==> src/rtl/eeprom_ctrl_pkg.sv <==
// constants, register map and field layout for the data eeprom access controller
// assumes a 100 MHz system clock and a 32-bit axi4-lite register bus
package eeprom_ctrl_pkg;

  // clock
  localparam int CLK_PERIOD_NS = 10;

  // bus geometry and responses
  localparam int ADDR_W = 16;
  localparam int DATA_W = 32;
  localparam logic [1:0] RESP_OKAY = 2'h0;
  localparam logic [1:0] RESP_SLVERR = 2'h2;

  // register indices; byte address is four times the index
  localparam logic [11:0] IDX_INT_ENABLE_2 = 12'hfa0;
  localparam logic [11:0] IDX_INT_FLAGS_2 = 12'hfa1;
  localparam logic [11:0] IDX_INT_PRIORITY_2 = 12'hfa2;
  localparam logic [11:0] IDX_NVM_CTRL = 12'hfa6;
  localparam logic [11:0] IDX_UNLOCK_KEY = 12'hfa7;
  localparam logic [11:0] IDX_EE_DATA = 12'hfa8;
  localparam logic [11:0] IDX_EE_ADDR = 12'hfa9;
  localparam logic [11:0] IDX_INT_CLEAR_2 = 12'hfb0;

  // field positions and reset values
  localparam int DONE_FLAG_BIT = 4;
  localparam logic [4:0] INT_ENABLE_RST = 5'h00;
  localparam logic [4:0] INT_PRIORITY_RST = 5'h1f;
  localparam logic [7:0] EE_ADDR_RST = 8'h00;
  localparam logic [7:0] EE_DATA_RST = 8'h00;
  localparam logic [7:0] ERASED_BYTE = 8'hff;

  // unlock key bytes
  localparam logic [7:0] KEY_FIRST = 8'h55;
  localparam logic [7:0] KEY_SECOND = 8'haa;

  // array size
  localparam int EE_DEPTH = 256;

  // control register layout, bit 7 down to bit 0
  typedef struct packed {
    logic mem_select;
    logic config_space_select;
    logic spare;
    logic row_erase;
    logic write_abort_flag;
    logic write_permit;
    logic write_trigger;
    logic read_trigger;
  } nvm_ctrl_s;

  localparam nvm_ctrl_s NVM_CTRL_RST = '0;

  typedef enum logic [1:0] {
    KEY_NONE,
    KEY_GOT_FIRST,
    KEY_ARMED
  } key_state_e;

  typedef enum logic [1:0] {
    WR_IDLE,
    WR_ERASE,
    WR_PROGRAM
  } write_state_e;

endpackage

==> src/rtl/data_eeprom_access_ctrl.sv <==
// data eeprom access controller: 256-byte array behind an axi4-lite register slave
// assumes single clock clk_sys_i, async low power-on reset, synchronous external and
// watchdog reset levels, and a well-behaved axi4-lite master
//
// Design decision made here: the AXI4-Lite slave port.
`timescale 1ns/1ps

module data_eeprom_access_ctrl
  import eeprom_ctrl_pkg::*;
#(
  parameter int WRITE_TIME_NS = 4000000
)
(
  // clock and resets
  input wire logic clk_sys_i,
  input wire logic rst_b_i,
  input wire logic external_reset_pin_i,
  input wire logic watchdog_reset_i,
  // axi4-lite write address and data
  input wire logic awvalid_i,
  output logic awready_o,
  input wire logic [ADDR_W-1:0] awaddr_i,
  input wire logic [2:0] awprot_i,
  input wire logic wvalid_i,
  output logic wready_o,
  input wire logic [DATA_W-1:0] wdata_i,
  input wire logic [3:0] wstrb_i,
  // axi4-lite write response
  output logic bvalid_o,
  input wire logic bready_i,
  output logic [1:0] bresp_o,
  // axi4-lite read
  input wire logic arvalid_i,
  output logic arready_o,
  input wire logic [ADDR_W-1:0] araddr_i,
  input wire logic [2:0] arprot_i,
  output logic rvalid_o,
  input wire logic rready_i,
  output logic [DATA_W-1:0] rdata_o,
  output logic [1:0] rresp_o,
  // interrupt
  output logic irq_o
);

  // write time in cycles, split evenly between erase and program phases
  localparam int WRITE_CYCLES = (WRITE_TIME_NS + CLK_PERIOD_NS - 1) / CLK_PERIOD_NS;
  localparam int ERASE_CYCLES = WRITE_CYCLES / 2;
  localparam int PROG_CYCLES = WRITE_CYCLES - ERASE_CYCLES;

  // bus state
  logic aw_pend_ff, nxt_aw_pend;
  logic [ADDR_W-1:0] aw_addr_ff, nxt_aw_addr;
  logic w_pend_ff, nxt_w_pend;
  logic [7:0] w_byte_ff, nxt_w_byte;
  logic w_lane0_ff, nxt_w_lane0;
  logic bvalid_ff, nxt_bvalid;
  logic [1:0] bresp_ff, nxt_bresp;
  logic rvalid_ff, nxt_rvalid;
  logic [DATA_W-1:0] rdata_ff, nxt_rdata;
  logic [1:0] rresp_ff, nxt_rresp;

  // core state
  nvm_ctrl_s ctrl_ff, nxt_ctrl;
  logic [7:0] ee_addr_ff, nxt_ee_addr;
  logic [7:0] ee_data_ff, nxt_ee_data;
  logic [4:0] int_enable_ff, nxt_int_enable;
  logic [4:0] int_priority_ff, nxt_int_priority;
  logic done_flag_ff, nxt_done_flag;
  logic irq_ff, nxt_irq;
  key_state_e key_ff, nxt_key;
  write_state_e wstate_ff, nxt_wstate;
  logic [31:0] tmr_ff, nxt_tmr;

  // array write port
  logic [7:0] ee_mem [EE_DEPTH];
  logic mem_we;
  logic [7:0] mem_wd;

  // decoded bus events
  logic wr_fire;
  logic ar_fire;
  logic [11:0] w_idx;
  logic [11:0] r_idx;
  logic w_mapped;
  logic r_mapped;
  logic [7:0] rd_byte;

  // the slave answers a write once both halves are held and no response is pending
  assign wr_fire = aw_pend_ff & w_pend_ff & ~bvalid_ff;
  assign ar_fire = arvalid_i & arready_o; // a held request is taken once, on the shown ready
  assign w_idx = aw_addr_ff[13:2];
  assign r_idx = araddr_i[13:2];

  // address decode shared by both directions
  function automatic logic idx_mapped(input logic [ADDR_W-1:0] addr);
    logic [11:0] idx;
    idx = addr[13:2];
    idx_mapped = (addr[15:14] == 2'h0) && (addr[1:0] == 2'h0) &&
                 (idx == IDX_INT_ENABLE_2 || idx == IDX_INT_FLAGS_2 ||
                  idx == IDX_INT_PRIORITY_2 || idx == IDX_NVM_CTRL ||
                  idx == IDX_UNLOCK_KEY || idx == IDX_EE_DATA ||
                  idx == IDX_EE_ADDR || idx == IDX_INT_CLEAR_2);
  endfunction

  assign w_mapped = idx_mapped(aw_addr_ff);
  assign r_mapped = idx_mapped(araddr_i);

  // read mux on index bits alone; write-only locations and unmapped indices return zero
  always_comb
  begin
    rd_byte = 8'h00;
    case (r_idx)
      IDX_INT_ENABLE_2: rd_byte = {3'h0, int_enable_ff};
      IDX_INT_FLAGS_2: rd_byte = {3'h0, done_flag_ff, 4'h0};
      IDX_INT_PRIORITY_2: rd_byte = {3'h0, int_priority_ff};
      IDX_NVM_CTRL: rd_byte = {ctrl_ff[7:6], 1'b0, ctrl_ff[4:0]};
      IDX_UNLOCK_KEY: rd_byte = 8'h00;
      IDX_EE_DATA: rd_byte = ee_data_ff;
      IDX_EE_ADDR: rd_byte = ee_addr_ff;
      default: rd_byte = 8'h00;
    endcase
  end

  // bus channel next state: aw and w are taken independently, in either order
  always_comb
  begin
    nxt_aw_pend = aw_pend_ff;
    nxt_aw_addr = aw_addr_ff;
    nxt_w_pend = w_pend_ff;
    nxt_w_byte = w_byte_ff;
    nxt_w_lane0 = w_lane0_ff;
    nxt_bvalid = bvalid_ff;
    nxt_bresp = bresp_ff;
    nxt_rvalid = rvalid_ff;
    nxt_rdata = rdata_ff;
    nxt_rresp = rresp_ff;
    if (awvalid_i && awready_o)
    begin
      nxt_aw_pend = 1'b1;
      nxt_aw_addr = awaddr_i;
    end
    if (wvalid_i && wready_o)
    begin
      nxt_w_pend = 1'b1;
      nxt_w_byte = wdata_i[7:0];
      nxt_w_lane0 = wstrb_i[0];
    end
    if (bvalid_ff && bready_i)
    begin
      nxt_bvalid = 1'b0;
    end
    if (wr_fire)
    begin
      nxt_aw_pend = 1'b0;
      nxt_w_pend = 1'b0;
      nxt_bvalid = 1'b1;
      nxt_bresp = w_mapped ? RESP_OKAY : RESP_SLVERR;
    end
    if (rvalid_ff && rready_i)
    begin
      nxt_rvalid = 1'b0;
    end
    if (ar_fire)
    begin
      nxt_rvalid = 1'b1;
      nxt_rdata = {24'h000000, rd_byte};
      nxt_rresp = r_mapped ? RESP_OKAY : RESP_SLVERR;
    end
  end

  // bus channel registers
  always_ff @(posedge clk_sys_i or negedge rst_b_i)
  begin
    if (!rst_b_i)
    begin
      aw_pend_ff <= 1'b0;
      aw_addr_ff <= '0;
      w_pend_ff <= 1'b0;
      w_byte_ff <= 8'h00;
      w_lane0_ff <= 1'b0;
      bvalid_ff <= 1'b0;
      bresp_ff <= RESP_OKAY;
      rvalid_ff <= 1'b0;
      rdata_ff <= '0;
      rresp_ff <= RESP_OKAY;
    end
    else
    begin
      aw_pend_ff <= nxt_aw_pend;
      aw_addr_ff <= nxt_aw_addr;
      w_pend_ff <= nxt_w_pend;
      w_byte_ff <= nxt_w_byte;
      w_lane0_ff <= nxt_w_lane0;
      bvalid_ff <= nxt_bvalid;
      bresp_ff <= nxt_bresp;
      rvalid_ff <= nxt_rvalid;
      rdata_ff <= nxt_rdata;
      rresp_ff <= nxt_rresp;
    end
  end

  // core next state: registers, unlock sequence and self-timed write
  always_comb
  begin
    nvm_ctrl_s wr_ctrl;
    logic reg_wr;
    logic sel_data;
    logic busy;
    wr_ctrl = nvm_ctrl_s'(w_byte_ff);
    reg_wr = wr_fire & w_mapped & w_lane0_ff; // lane 0 carries the byte
    busy = (wstate_ff != WR_IDLE);
    sel_data = ~wr_ctrl.mem_select & ~wr_ctrl.config_space_select;
    nxt_ctrl = ctrl_ff;
    nxt_ee_addr = ee_addr_ff;
    nxt_ee_data = ee_data_ff;
    nxt_int_enable = int_enable_ff;
    nxt_int_priority = int_priority_ff;
    nxt_done_flag = done_flag_ff;
    nxt_key = key_ff;
    nxt_wstate = wstate_ff;
    nxt_tmr = tmr_ff;
    mem_we = 1'b0;
    mem_wd = ee_data_ff;
    // interrupt registers stay reachable during a write
    if (reg_wr && w_idx == IDX_INT_ENABLE_2)
    begin
      nxt_int_enable = w_byte_ff[4:0];
    end
    if (reg_wr && w_idx == IDX_INT_PRIORITY_2)
    begin
      nxt_int_priority = w_byte_ff[4:0];
    end
    if (reg_wr && w_idx == IDX_INT_CLEAR_2 && w_byte_ff[DONE_FLAG_BIT])
    begin
      nxt_done_flag = 1'b0;
    end
    // any register write other than the next key byte breaks the unlock order (a control write only when idle); reads do not
    if (reg_wr && w_idx != IDX_UNLOCK_KEY && w_idx != IDX_NVM_CTRL)
    begin
      nxt_key = KEY_NONE;
    end
    if (reg_wr && w_idx == IDX_UNLOCK_KEY)
    begin
      case (key_ff)
        KEY_NONE: nxt_key = (w_byte_ff == KEY_FIRST) ? KEY_GOT_FIRST : KEY_NONE;
        KEY_GOT_FIRST: nxt_key = (w_byte_ff == KEY_SECOND) ? KEY_ARMED : KEY_NONE;
        default: nxt_key = KEY_NONE;
      endcase
    end
    // register writes while idle; a running write locks them out
    if (reg_wr && !busy)
    begin
      case (w_idx)
        IDX_EE_ADDR: nxt_ee_addr = w_byte_ff;
        IDX_EE_DATA: nxt_ee_data = w_byte_ff;
        IDX_NVM_CTRL:
        begin
          nxt_key = KEY_NONE;
          nxt_ctrl.mem_select = wr_ctrl.mem_select;
          nxt_ctrl.config_space_select = wr_ctrl.config_space_select;
          nxt_ctrl.row_erase = wr_ctrl.row_erase;
          nxt_ctrl.write_abort_flag = wr_ctrl.write_abort_flag;
          nxt_ctrl.write_permit = wr_ctrl.write_permit;
          // writing zero to a trigger does nothing; reads finish within this cycle
          if (wr_ctrl.read_trigger && sel_data)
          begin
            nxt_ee_data = ee_mem[ee_addr_ff];
          end
          // permit must already be set; setting both in one write starts nothing
          if (wr_ctrl.write_trigger && ctrl_ff.write_permit && key_ff == KEY_ARMED &&
              sel_data)
          begin
            nxt_ctrl.write_trigger = 1'b1;
            nxt_wstate = WR_ERASE;
            nxt_tmr = 32'h00000000;
          end
        end
        default: nxt_key = nxt_key;
      endcase
    end
    // self-timed erase then program of the addressed byte
    case (wstate_ff)
      WR_IDLE: nxt_tmr = nxt_tmr;
      WR_ERASE:
      begin
        nxt_tmr = tmr_ff + 32'h00000001;
        if (tmr_ff == 32'(ERASE_CYCLES - 1))
        begin
          mem_we = 1'b1;
          mem_wd = ERASED_BYTE;
          nxt_tmr = 32'h00000000;
          nxt_wstate = WR_PROGRAM;
        end
      end
      WR_PROGRAM:
      begin
        nxt_tmr = tmr_ff + 32'h00000001;
        if (tmr_ff == 32'(PROG_CYCLES - 1))
        begin
          mem_we = 1'b1;
          mem_wd = ee_data_ff;
          nxt_wstate = WR_IDLE;
          nxt_ctrl.write_trigger = 1'b0;
          nxt_done_flag = 1'b1;
        end
      end
      default: nxt_wstate = WR_IDLE;
    endcase
    // external and watchdog resets; permit survives them, only power-up clears it
    if (external_reset_pin_i || watchdog_reset_i)
    begin
      mem_we = 1'b0;
      nxt_ee_addr = EE_ADDR_RST;
      nxt_ee_data = EE_DATA_RST;
      nxt_ctrl.row_erase = 1'b0;
      nxt_ctrl.write_trigger = 1'b0;
      nxt_ctrl.read_trigger = 1'b0;
      nxt_key = KEY_NONE;
      nxt_wstate = WR_IDLE;
      nxt_tmr = 32'h00000000;
      if (busy)
      begin
        nxt_ctrl.write_abort_flag = 1'b1;
      end
    end
    nxt_ctrl.spare = 1'b0;
    nxt_irq = nxt_done_flag & nxt_int_enable[DONE_FLAG_BIT];
  end

  // core registers; the array itself is not reset
  always_ff @(posedge clk_sys_i or negedge rst_b_i)
  begin
    if (!rst_b_i)
    begin
      ctrl_ff <= NVM_CTRL_RST;
      ee_addr_ff <= EE_ADDR_RST;
      ee_data_ff <= EE_DATA_RST;
      int_enable_ff <= INT_ENABLE_RST;
      int_priority_ff <= INT_PRIORITY_RST;
      done_flag_ff <= 1'b0;
      irq_ff <= 1'b0;
      key_ff <= KEY_NONE;
      wstate_ff <= WR_IDLE;
      tmr_ff <= 32'h00000000;
    end
    else
    begin
      ctrl_ff <= nxt_ctrl;
      ee_addr_ff <= nxt_ee_addr;
      ee_data_ff <= nxt_ee_data;
      int_enable_ff <= nxt_int_enable;
      int_priority_ff <= nxt_int_priority;
      done_flag_ff <= nxt_done_flag;
      irq_ff <= nxt_irq;
      key_ff <= nxt_key;
      wstate_ff <= nxt_wstate;
      tmr_ff <= nxt_tmr;
    end
  end

  // nonvolatile array; address is frozen during a write so ee_addr_ff is safe here
  always_ff @(posedge clk_sys_i)
  begin
    if (mem_we)
    begin
      ee_mem[ee_addr_ff] <= mem_wd;
    end
  end

  // outputs straight from flops; aw and w ready are low while their half is held, ar ready while a read answer is pending
  always_ff @(posedge clk_sys_i or negedge rst_b_i)
  begin
    if (!rst_b_i)
    begin
      awready_o <= 1'b0;
      wready_o <= 1'b0;
      arready_o <= 1'b0;
    end
    else
    begin
      awready_o <= ~nxt_aw_pend & ~(awvalid_i & awready_o);
      wready_o <= ~nxt_w_pend & ~(wvalid_i & wready_o);
      arready_o <= ~nxt_rvalid & ~(arvalid_i & arready_o);
    end
  end

  assign bvalid_o = bvalid_ff;
  assign bresp_o = bresp_ff;
  assign rvalid_o = rvalid_ff;
  assign rdata_o = rdata_ff;
  assign rresp_o = rresp_ff;
  assign irq_o = irq_ff;

endmodule

==> config.mk <==
export PLATFORM = sky130hd
export DESIGN_NAME = data_eeprom_access_ctrl
export DESIGN_NICKNAME = d
export VERILOG_FILES = /design/src/rtl/eeprom_ctrl_pkg.sv /design/src/rtl/data_eeprom_access_ctrl.sv
export SDC_FILE = /design/constraint.sdc
export NUM_CORES = 2
export LEC_CHECK = 0
export ABC_CLOCK_PERIOD_IN_PS = 9900
export BUFFER_PORTS_ARGS = -buffer_cell sky130_fd_sc_hd__buf_2
export CAP_MARGIN = 20
export CORE_AREA = 4 4 527 660
export CTS_BUF_LIST = sky130_fd_sc_hd__clkbuf_8 sky130_fd_sc_hd__clkbuf_16
export DETAILED_ROUTE_END_ITERATION = 10
export DIE_AREA = 0 0 531 664
export SETUP_SLACK_MARGIN = 0.5
export SKIP_LAST_GASP = 1
export SLEW_MARGIN = 40
export SYNTH_ARGS = -nofsm -noshare
export SYNTH_HDL_FRONTEND = slang
export SYNTH_SLANG_ARGS = --single-unit
==> constraint.sdc <==
create_clock -name clk_sys_i -period 9.9 [get_ports clk_sys_i]
set_input_delay 1.98 -clock clk_sys_i [delete_from_list [all_inputs] [get_ports clk_sys_i]]
set_output_delay 1.98 -clock clk_sys_i [all_outputs]
set_load 0.005 [all_outputs]
# Word-level counts from Yosys, hierarchy flattened
# Memories as Yosys holds them, arrays and structs flattened.
# Index checks and enable logic that the tools add are counted.
word_totals:
  register_bits: 114
  latch_bits: 0
  ramBits: 2048
  rom_bits: 0
  out_inout_bits: 42
  elab_cells: 193
  mem_count: 1
memory_table:
  columns: ["memory", "words", "word_bits", "rd", "rd_clocked_by_memory_dff", "wr", "line", "rtl"]
  rows:
  - ["ee_mem", 256, 8, 1, 0, 1, "data_eeprom_access_ctrl.sv:75", "logic [7:0] ee_mem [EE_DEPTH];"]
classes:
  addsub: 1
  mul: 0
  n_div: 0
  n_lt_le_gt_ge: 0
  eq_ne: 26
  n_shift: 0
  muxes: 58
  bitwise: 21
  reduce_logical: 57
op_table:
  columns: ["cell", "count"]
  rows:
  - ["12-bit equality test, second input constant", 16]
  - ["32-bit 2-to-1 mux", 5]
  - ["8-bit 2-to-1 mux", 8]
  - ["32-bit case mux with 2 select lines", 1]
  - ["8-bit case mux with 6 select lines", 1]
  - ["32-bit by 1-bit adder with 32-bit output, second input constant", 1]
  - ["32-bit by 18-bit equality test with 1-bit output, second input constant", 1]
  - ["2-bit 2-to-1 mux", 16]
  - ["12-bit != test, second input constant", 2]
  - ["1-bit 2-to-1 mux", 21]
  - ["1-bit logical AND", 20]
  - ["8-bit case mux with 2 select lines", 1]
  - ["1-bit logical OR", 15]
  - ["1-bit AND", 12]
  - ["2-bit logical NOT", 6]
  - ["4-bit nonzero test", 3]
  - ["2-bit nonzero test", 5]
  - ["1-bit NOT", 9]
  - ["8-bit by 7-bit equality test with 1-bit output, second input constant", 1]
  - ["8-bit equality test, second input constant", 1]
  - ["4-bit 2-to-1 mux", 2]
  - ["2-bit case mux with 3 select lines", 1]
  - ["2-bit AND reduction", 3]
  - ["3-bit AND reduction", 2]
  - ["8 further kinds", 10]

# Longest topological paths before layout
depth:
  word_depth: 18
  mapped_depth: 13

# Least setup slack after synthesis
# OpenSTA, ideal clock, no wires.
synth_timing:
  path_type: "flip-flop to flip-flop"
  from: "register tmr_ff[19]"
  to: "memory ee_mem[0][2], data pin"
  arrival_ns: 4.720
  required_time_ns: 8.999
  path_slack_ns: 4.279
  path_stages_with_launch: 6
  path_buffers: 0
  period_less_slack_ns: 5.621
  path_cell_list: "dfrtp_1 -> or4_1 -> nor2_1 -> and4_1 -> nand2_1 -> nand2b_1"
synth_between:
  elab_chain_cells: 3
synth_rtl:
  columns: ["element", "line", "rtl"]
  rows:
  - ["from (decl)", "data_eeprom_access_ctrl.sv:72", "logic [31:0] tmr_ff, nxt_tmr;"]
  - ["from (signal assigned)", "data_eeprom_access_ctrl.sv:357", "tmr_ff <= nxt_tmr;"]
  - ["32-bit by 18-bit equality test with 1-bit output", "data_eeprom_access_ctrl.sv:287", "if (tmr_ff == 32'(ERASE_CYCLES - 1))"]
  - ["8-bit 2-to-1 mux", "data_eeprom_access_ctrl.sv:287", null]
  - ["8-bit 2-to-1 mux", null, null]
  - ["named net mem_wd[2]", "data_eeprom_access_ctrl.sv:77", "logic [7:0] mem_wd;"]
  - ["to (decl)", "data_eeprom_access_ctrl.sv:75", null]
# The timed path passes the listed nets, and every way through them passes these cells.

# Worst setup path after layout
layout_timing:
  from: "register ee_addr_ff[2]"
  to: "register ee_data_ff[5]"
layout_between:
  elab_chain_cells: 5
layout_rtl:
  columns: ["element", "line", "rtl"]
  rows:
  - ["from (decl)", "data_eeprom_access_ctrl.sv:64", "logic [7:0] ee_addr_ff, nxt_ee_addr;"]
  - ["from (signal assigned)", "data_eeprom_access_ctrl.sv:349", "ee_addr_ff <= nxt_ee_addr;"]
  - ["memory 256 x 8 bit", null, null]
  - ["8-bit 2-to-1 mux", "data_eeprom_access_ctrl.sv:265", "if (wr_ctrl.read_trigger && sel_data)"]
  - ["8-bit case mux with 2 select lines", "data_eeprom_access_ctrl.sv:253", "case (w_idx)"]
  - ["8-bit 2-to-1 mux", "data_eeprom_access_ctrl.sv:251", "if (reg_wr && !busy)"]
  - ["8-bit 2-to-1 mux", "data_eeprom_access_ctrl.sv:310", "if (external_reset_pin_i || watchdog_reset_i)"]
  - ["to (signal assigned)", "data_eeprom_access_ctrl.sv:350", "ee_data_ff <= nxt_ee_data;"]
  - ["to (decl)", "data_eeprom_access_ctrl.sv:65", "logic [7:0] ee_data_ff, nxt_ee_data;"]
# Every way passes these cells. The select of a mux whose other input is x is not followed.
# A chain may end at the register's enable or synchronous reset.

==> flow_metrics.env <==
export IMPL_global_route_overflow_total=0
export IMPL_maxSlewViolCount=0
export IMPL_via_count=44800
export IMPL_synthAdderAreaFrac=0.000735
export IMPL_synthTopCellsByCount="sky130_fd_sc_hd__edfxtp_1 (2048), sky130_fd_sc_hd__mux4_2 (425), sky130_fd_sc_hd__nor2_1 (342)"
export IMPL_synth_yosys_seq_area_share=0.756
export IMPL_path_max_fanout=42
export IMPL_postCtsSetupBuffers=0
export IMPL_timing_final_crit_share=0.520
export IMPL_worst_setup_hold_path_clk_slew_ns=0.06
export IMPL_synth_compound_gate_area_share=0.0399
export IMPL_drt_first_pass_iters=8
export IMPL_synth_edff_count=2048
export IMPL_synthesis_area_mm2=0.0851
export IMPL_routed_via_density=4.88
export IMPL_path_common_cell="sky130_fd_sc_hd__buf_4"
export IMPL_synth_async_reset_ratio=0.0519
export IMPL_maxSlewHeadroom=0.390
export IMPL_top_level_ports=125
export IMPL_final_nets=4636
export IMPL_layout_core_utilization=0.286
export IMPL_cp_end_kind="flip-flop"
export IMPL_ratio_of_cells_with_drive_above_1_in_the_final_layout=0.237
export IMPL_tns_ns=0
export IMPL_synth_area_leaders="sky130_fd_sc_hd__edfxtp_1 (72%), sky130_fd_sc_hd__mux4_2 (11%), sky130_fd_sc_hd__dfrtp_1 (3.1%)"
export IMPL_routed_wire_length_per_instance_um=26.0
export IMPL_max_stage_delay_ns=0.91
export IMPL_critical_path_buf_inv_count=4
export IMPL_post_synth_and_or_nand_nor_area_fraction=0.0425
export IMPL_post_synth_num_cell_types=82
export IMPL_worst_ir_drop_vdd_uv=136
export IMPL_cp_data_arrival_time_ns=5.84
export IMPL_cap_violations=0
export IMPL_drt_drc_violations_left=0
export IMPL_critical_path_required_ns=10.60
export IMPL_fp_coreArea_mm2=0.341
export IMPL_die_area_mm2=0.353
export IMPL_detail_route_antenna_nets=0
export IMPL_timing_final_setup_violations=0
export IMPL_clock_root_buffer="sky130_fd_sc_hd__clkbuf_16"
export IMPL_number_of_h_tree_branching_levels=4
export IMPL_main_combinational_cell_family_by_area_after_synthesis="multiplexers"
export IMPL_numClockSinks=2160
export IMPL_syn_inst=4410
export IMPL_cts_max_path_buffers=4
export IMPL_timing_final_hold_violations=0
export IMPL_finalClockSkew_ns=0.0515
export IMPL_timing_critical_path_cells="buf_4 -> nor2b_4 -> buf_4 -> buf_4 -> a221o_1 -> nand2b_1 -> nand3_1 -> or4_1 -> a2111oi_0 -> buf_4 -> o21ai_0"
export IMPL_cpLargestDelayFamily="buffers and inverters"
export IMPL_postRouteWirelength_mm=239
export IMPL_clock_latency_ns=0.86
export IMPL_grt_antenna_before_repair=5
export IMPL_grt_pass1_wl_mm=339
export IMPL_cts_repair_resized=0
export IMPL_ys_ff_latch=2160
export IMPL_power_density_mw_per_mm2=181
export IMPL_synth_yosys_warnings=0
export IMPL_setup_crit_start_kind="flip-flop"
export IMPL_first_global_vias=44900
export IMPL_all_layer_gr_usage=0.131
export IMPL_synth_top_cell_area_share=0.723
export IMPL_syn_to_final_growth_pct=14.8
export IMPL_outcome="finished, final reports clean"
export IMPL_crit_slowest_cell="sky130_fd_sc_hd__dfrtp_4"
export IMPL_power_leakage_uw=0.0238
export IMPL_synth_xor_area_frac=0.000618
export IMPL_hold_buffers=0
export IMPL_floorplan_rows=240
export IMPL_postSynthAreaPerCell_um2=19.3
export IMPL_worst_slew_pin_transition_ns=0.913
export IMPL_synth_most_common_cell="sky130_fd_sc_hd__edfxtp_1"
export IMPL_tritoncts="yes"
export IMPL_muxShareOfSynthArea=0.143
export IMPL_die_height_um=664
export IMPL_synth_largest_area_cell="sky130_fd_sc_hd__edfxtp_1"
export IMPL_fmax_ghz=0.194
export IMPL_min_period_ns=5.15
export IMPL_place_congestion=0.866
export IMPL_die_x_um=531
export IMPL_dp_hpwl_mm=148
export IMPL_rsz0062_at_grt="false"
export IMPL_criticalPathCategory="reg2reg"
export IMPL_placement_io_buffers=65
export IMPL_drtIter0Drc=5234
export IMPL_cts_inserted_buffers=198
export IMPL_hold_class="reg2reg"
export IMPL_initial_utilization=0.249
export IMPL_synth_top_flop_cell="sky130_fd_sc_hd__edfxtp_1"
export IMPL_grt_start_max_net_pins=187
==> sequential cells by signal (all words and copies together) (netlist names), 2 cells and up <==
| signal | count |
|---|---|
| ee_mem | 2048 |
| int_enable_ff | 5 |
| aw_addr_ff | 16 |
| ee_data_ff | 8 |
| w_byte_ff | 8 |
| int_priority_ff | 5 |
| ctrl_ff | 6 |
| rdata_o | 8 |
| tmr_ff | 32 |
| wstate_ff | 2 |
| key_ff | 2 |
| ee_addr_ff | 8 |
==> final timing paths <==
path / startpoint / depth (start not counted) / end / slack [ns]
max: ee_addr_ff[2] / 11 / ee_data_ff[5] / 4.75
min: rdata_o[0] / 1 / rdata_o[0] / 0.48
max reg2reg: ee_addr_ff[2] / 11 / ee_data_ff[5] / 4.75
min reg2reg: rdata_o[0] / 1 / rdata_o[0] / 0.48
max in group asynchronous: rst_b_i / 2 / ee_addr_ff[3] / 7.71
min in group asynchronous: rst_b_i / 1 / rdata_o[3] / 1.09
==> kinds of logic after synthesis <==
group,count (synthesis)
DFF,2160
and+or+nand+nor,771
muxes,676
AOI/OAI and AO/OA,496
buffers and inverters,295
xor gates and xnor gates,6
adders and majority gates,5
other,1
==> metrics by stage <==
stage	cell area (um2)	cells	hold slack [ns]	power, uW	setup slack [ns]
6_report	97700	9179	0.476	17700	4.75
4_1_cts	97300	9166	0.474	17800	4.83
5_1_grt	97700	9173	0.495	18200	4.72
3_5_place_dp	91100	8818	0.461	10400	4.43
3_3_place_gp	90800	8807	0.461	10400	4.52
2_1_floorplan	85200	4435	0.446	10300	4.28
==> per-layer routing <==
| metal | GRT usage | vias to the layer above | wire length (um) |
|---|---|---|---|
| met4 | 0.0668 | 0 | 13600 |
| met3 | 0.0216 | 504 | 18600 |
| met1 | 0.164 | 23800 | 89700 |
| met2 | 0.219 | 2209 | 117000 |
| met5 | 0 | - | 0 |
| li1 | - | 18300 | - |
==> report_power, final <==
part,switching (uW),total (uW),internal (uW)
clock network,3350,7490,4140
logic,86.0,177,91.1
registers,89.6,10000,9910
==> final cells by class <==
cell class	count	area, um2
Multi-Input combinational cell	1980	19800
Clock inverter	145	1140
Fill cell	33400	243000
Antenna cell	6	15.0
Inverter	18	67.6
Clock buffer	203	5060
Tap cell	4477	5600
Sequential cell	2160	64300
Timing Repair Buffer	190	1650
==> placed cells by master (no fill, tap or decap), types with 34 or more instances in the layout <==
cell type                   count
sky130_fd_sc_hd__clkinv_1      40
sky130_fd_sc_hd__edfxtp_1    2048
sky130_fd_sc_hd__nor2_1       248
sky130_fd_sc_hd__clkinv_2      34
sky130_fd_sc_hd__mux4_2       425
sky130_fd_sc_hd__nand2_1      142
sky130_fd_sc_hd__buf_4         91
sky130_fd_sc_hd__clkbuf_16    201
sky130_fd_sc_hd__inv_1         53
sky130_fd_sc_hd__a22oi_1       96
sky130_fd_sc_hd__nand3_1       58
sky130_fd_sc_hd__nor2_2        92
sky130_fd_sc_hd__buf_2         64
sky130_fd_sc_hd__o22ai_1       82
sky130_fd_sc_hd__o21ai_0       86
sky130_fd_sc_hd__mux2i_1      193
sky130_fd_sc_hd__dfrtp_1      102
sky130_fd_sc_hd__mux2_2        58
sky130_fd_sc_hd__a21oi_1       57
No activity file was read; power rests on OpenSTA's default activity.
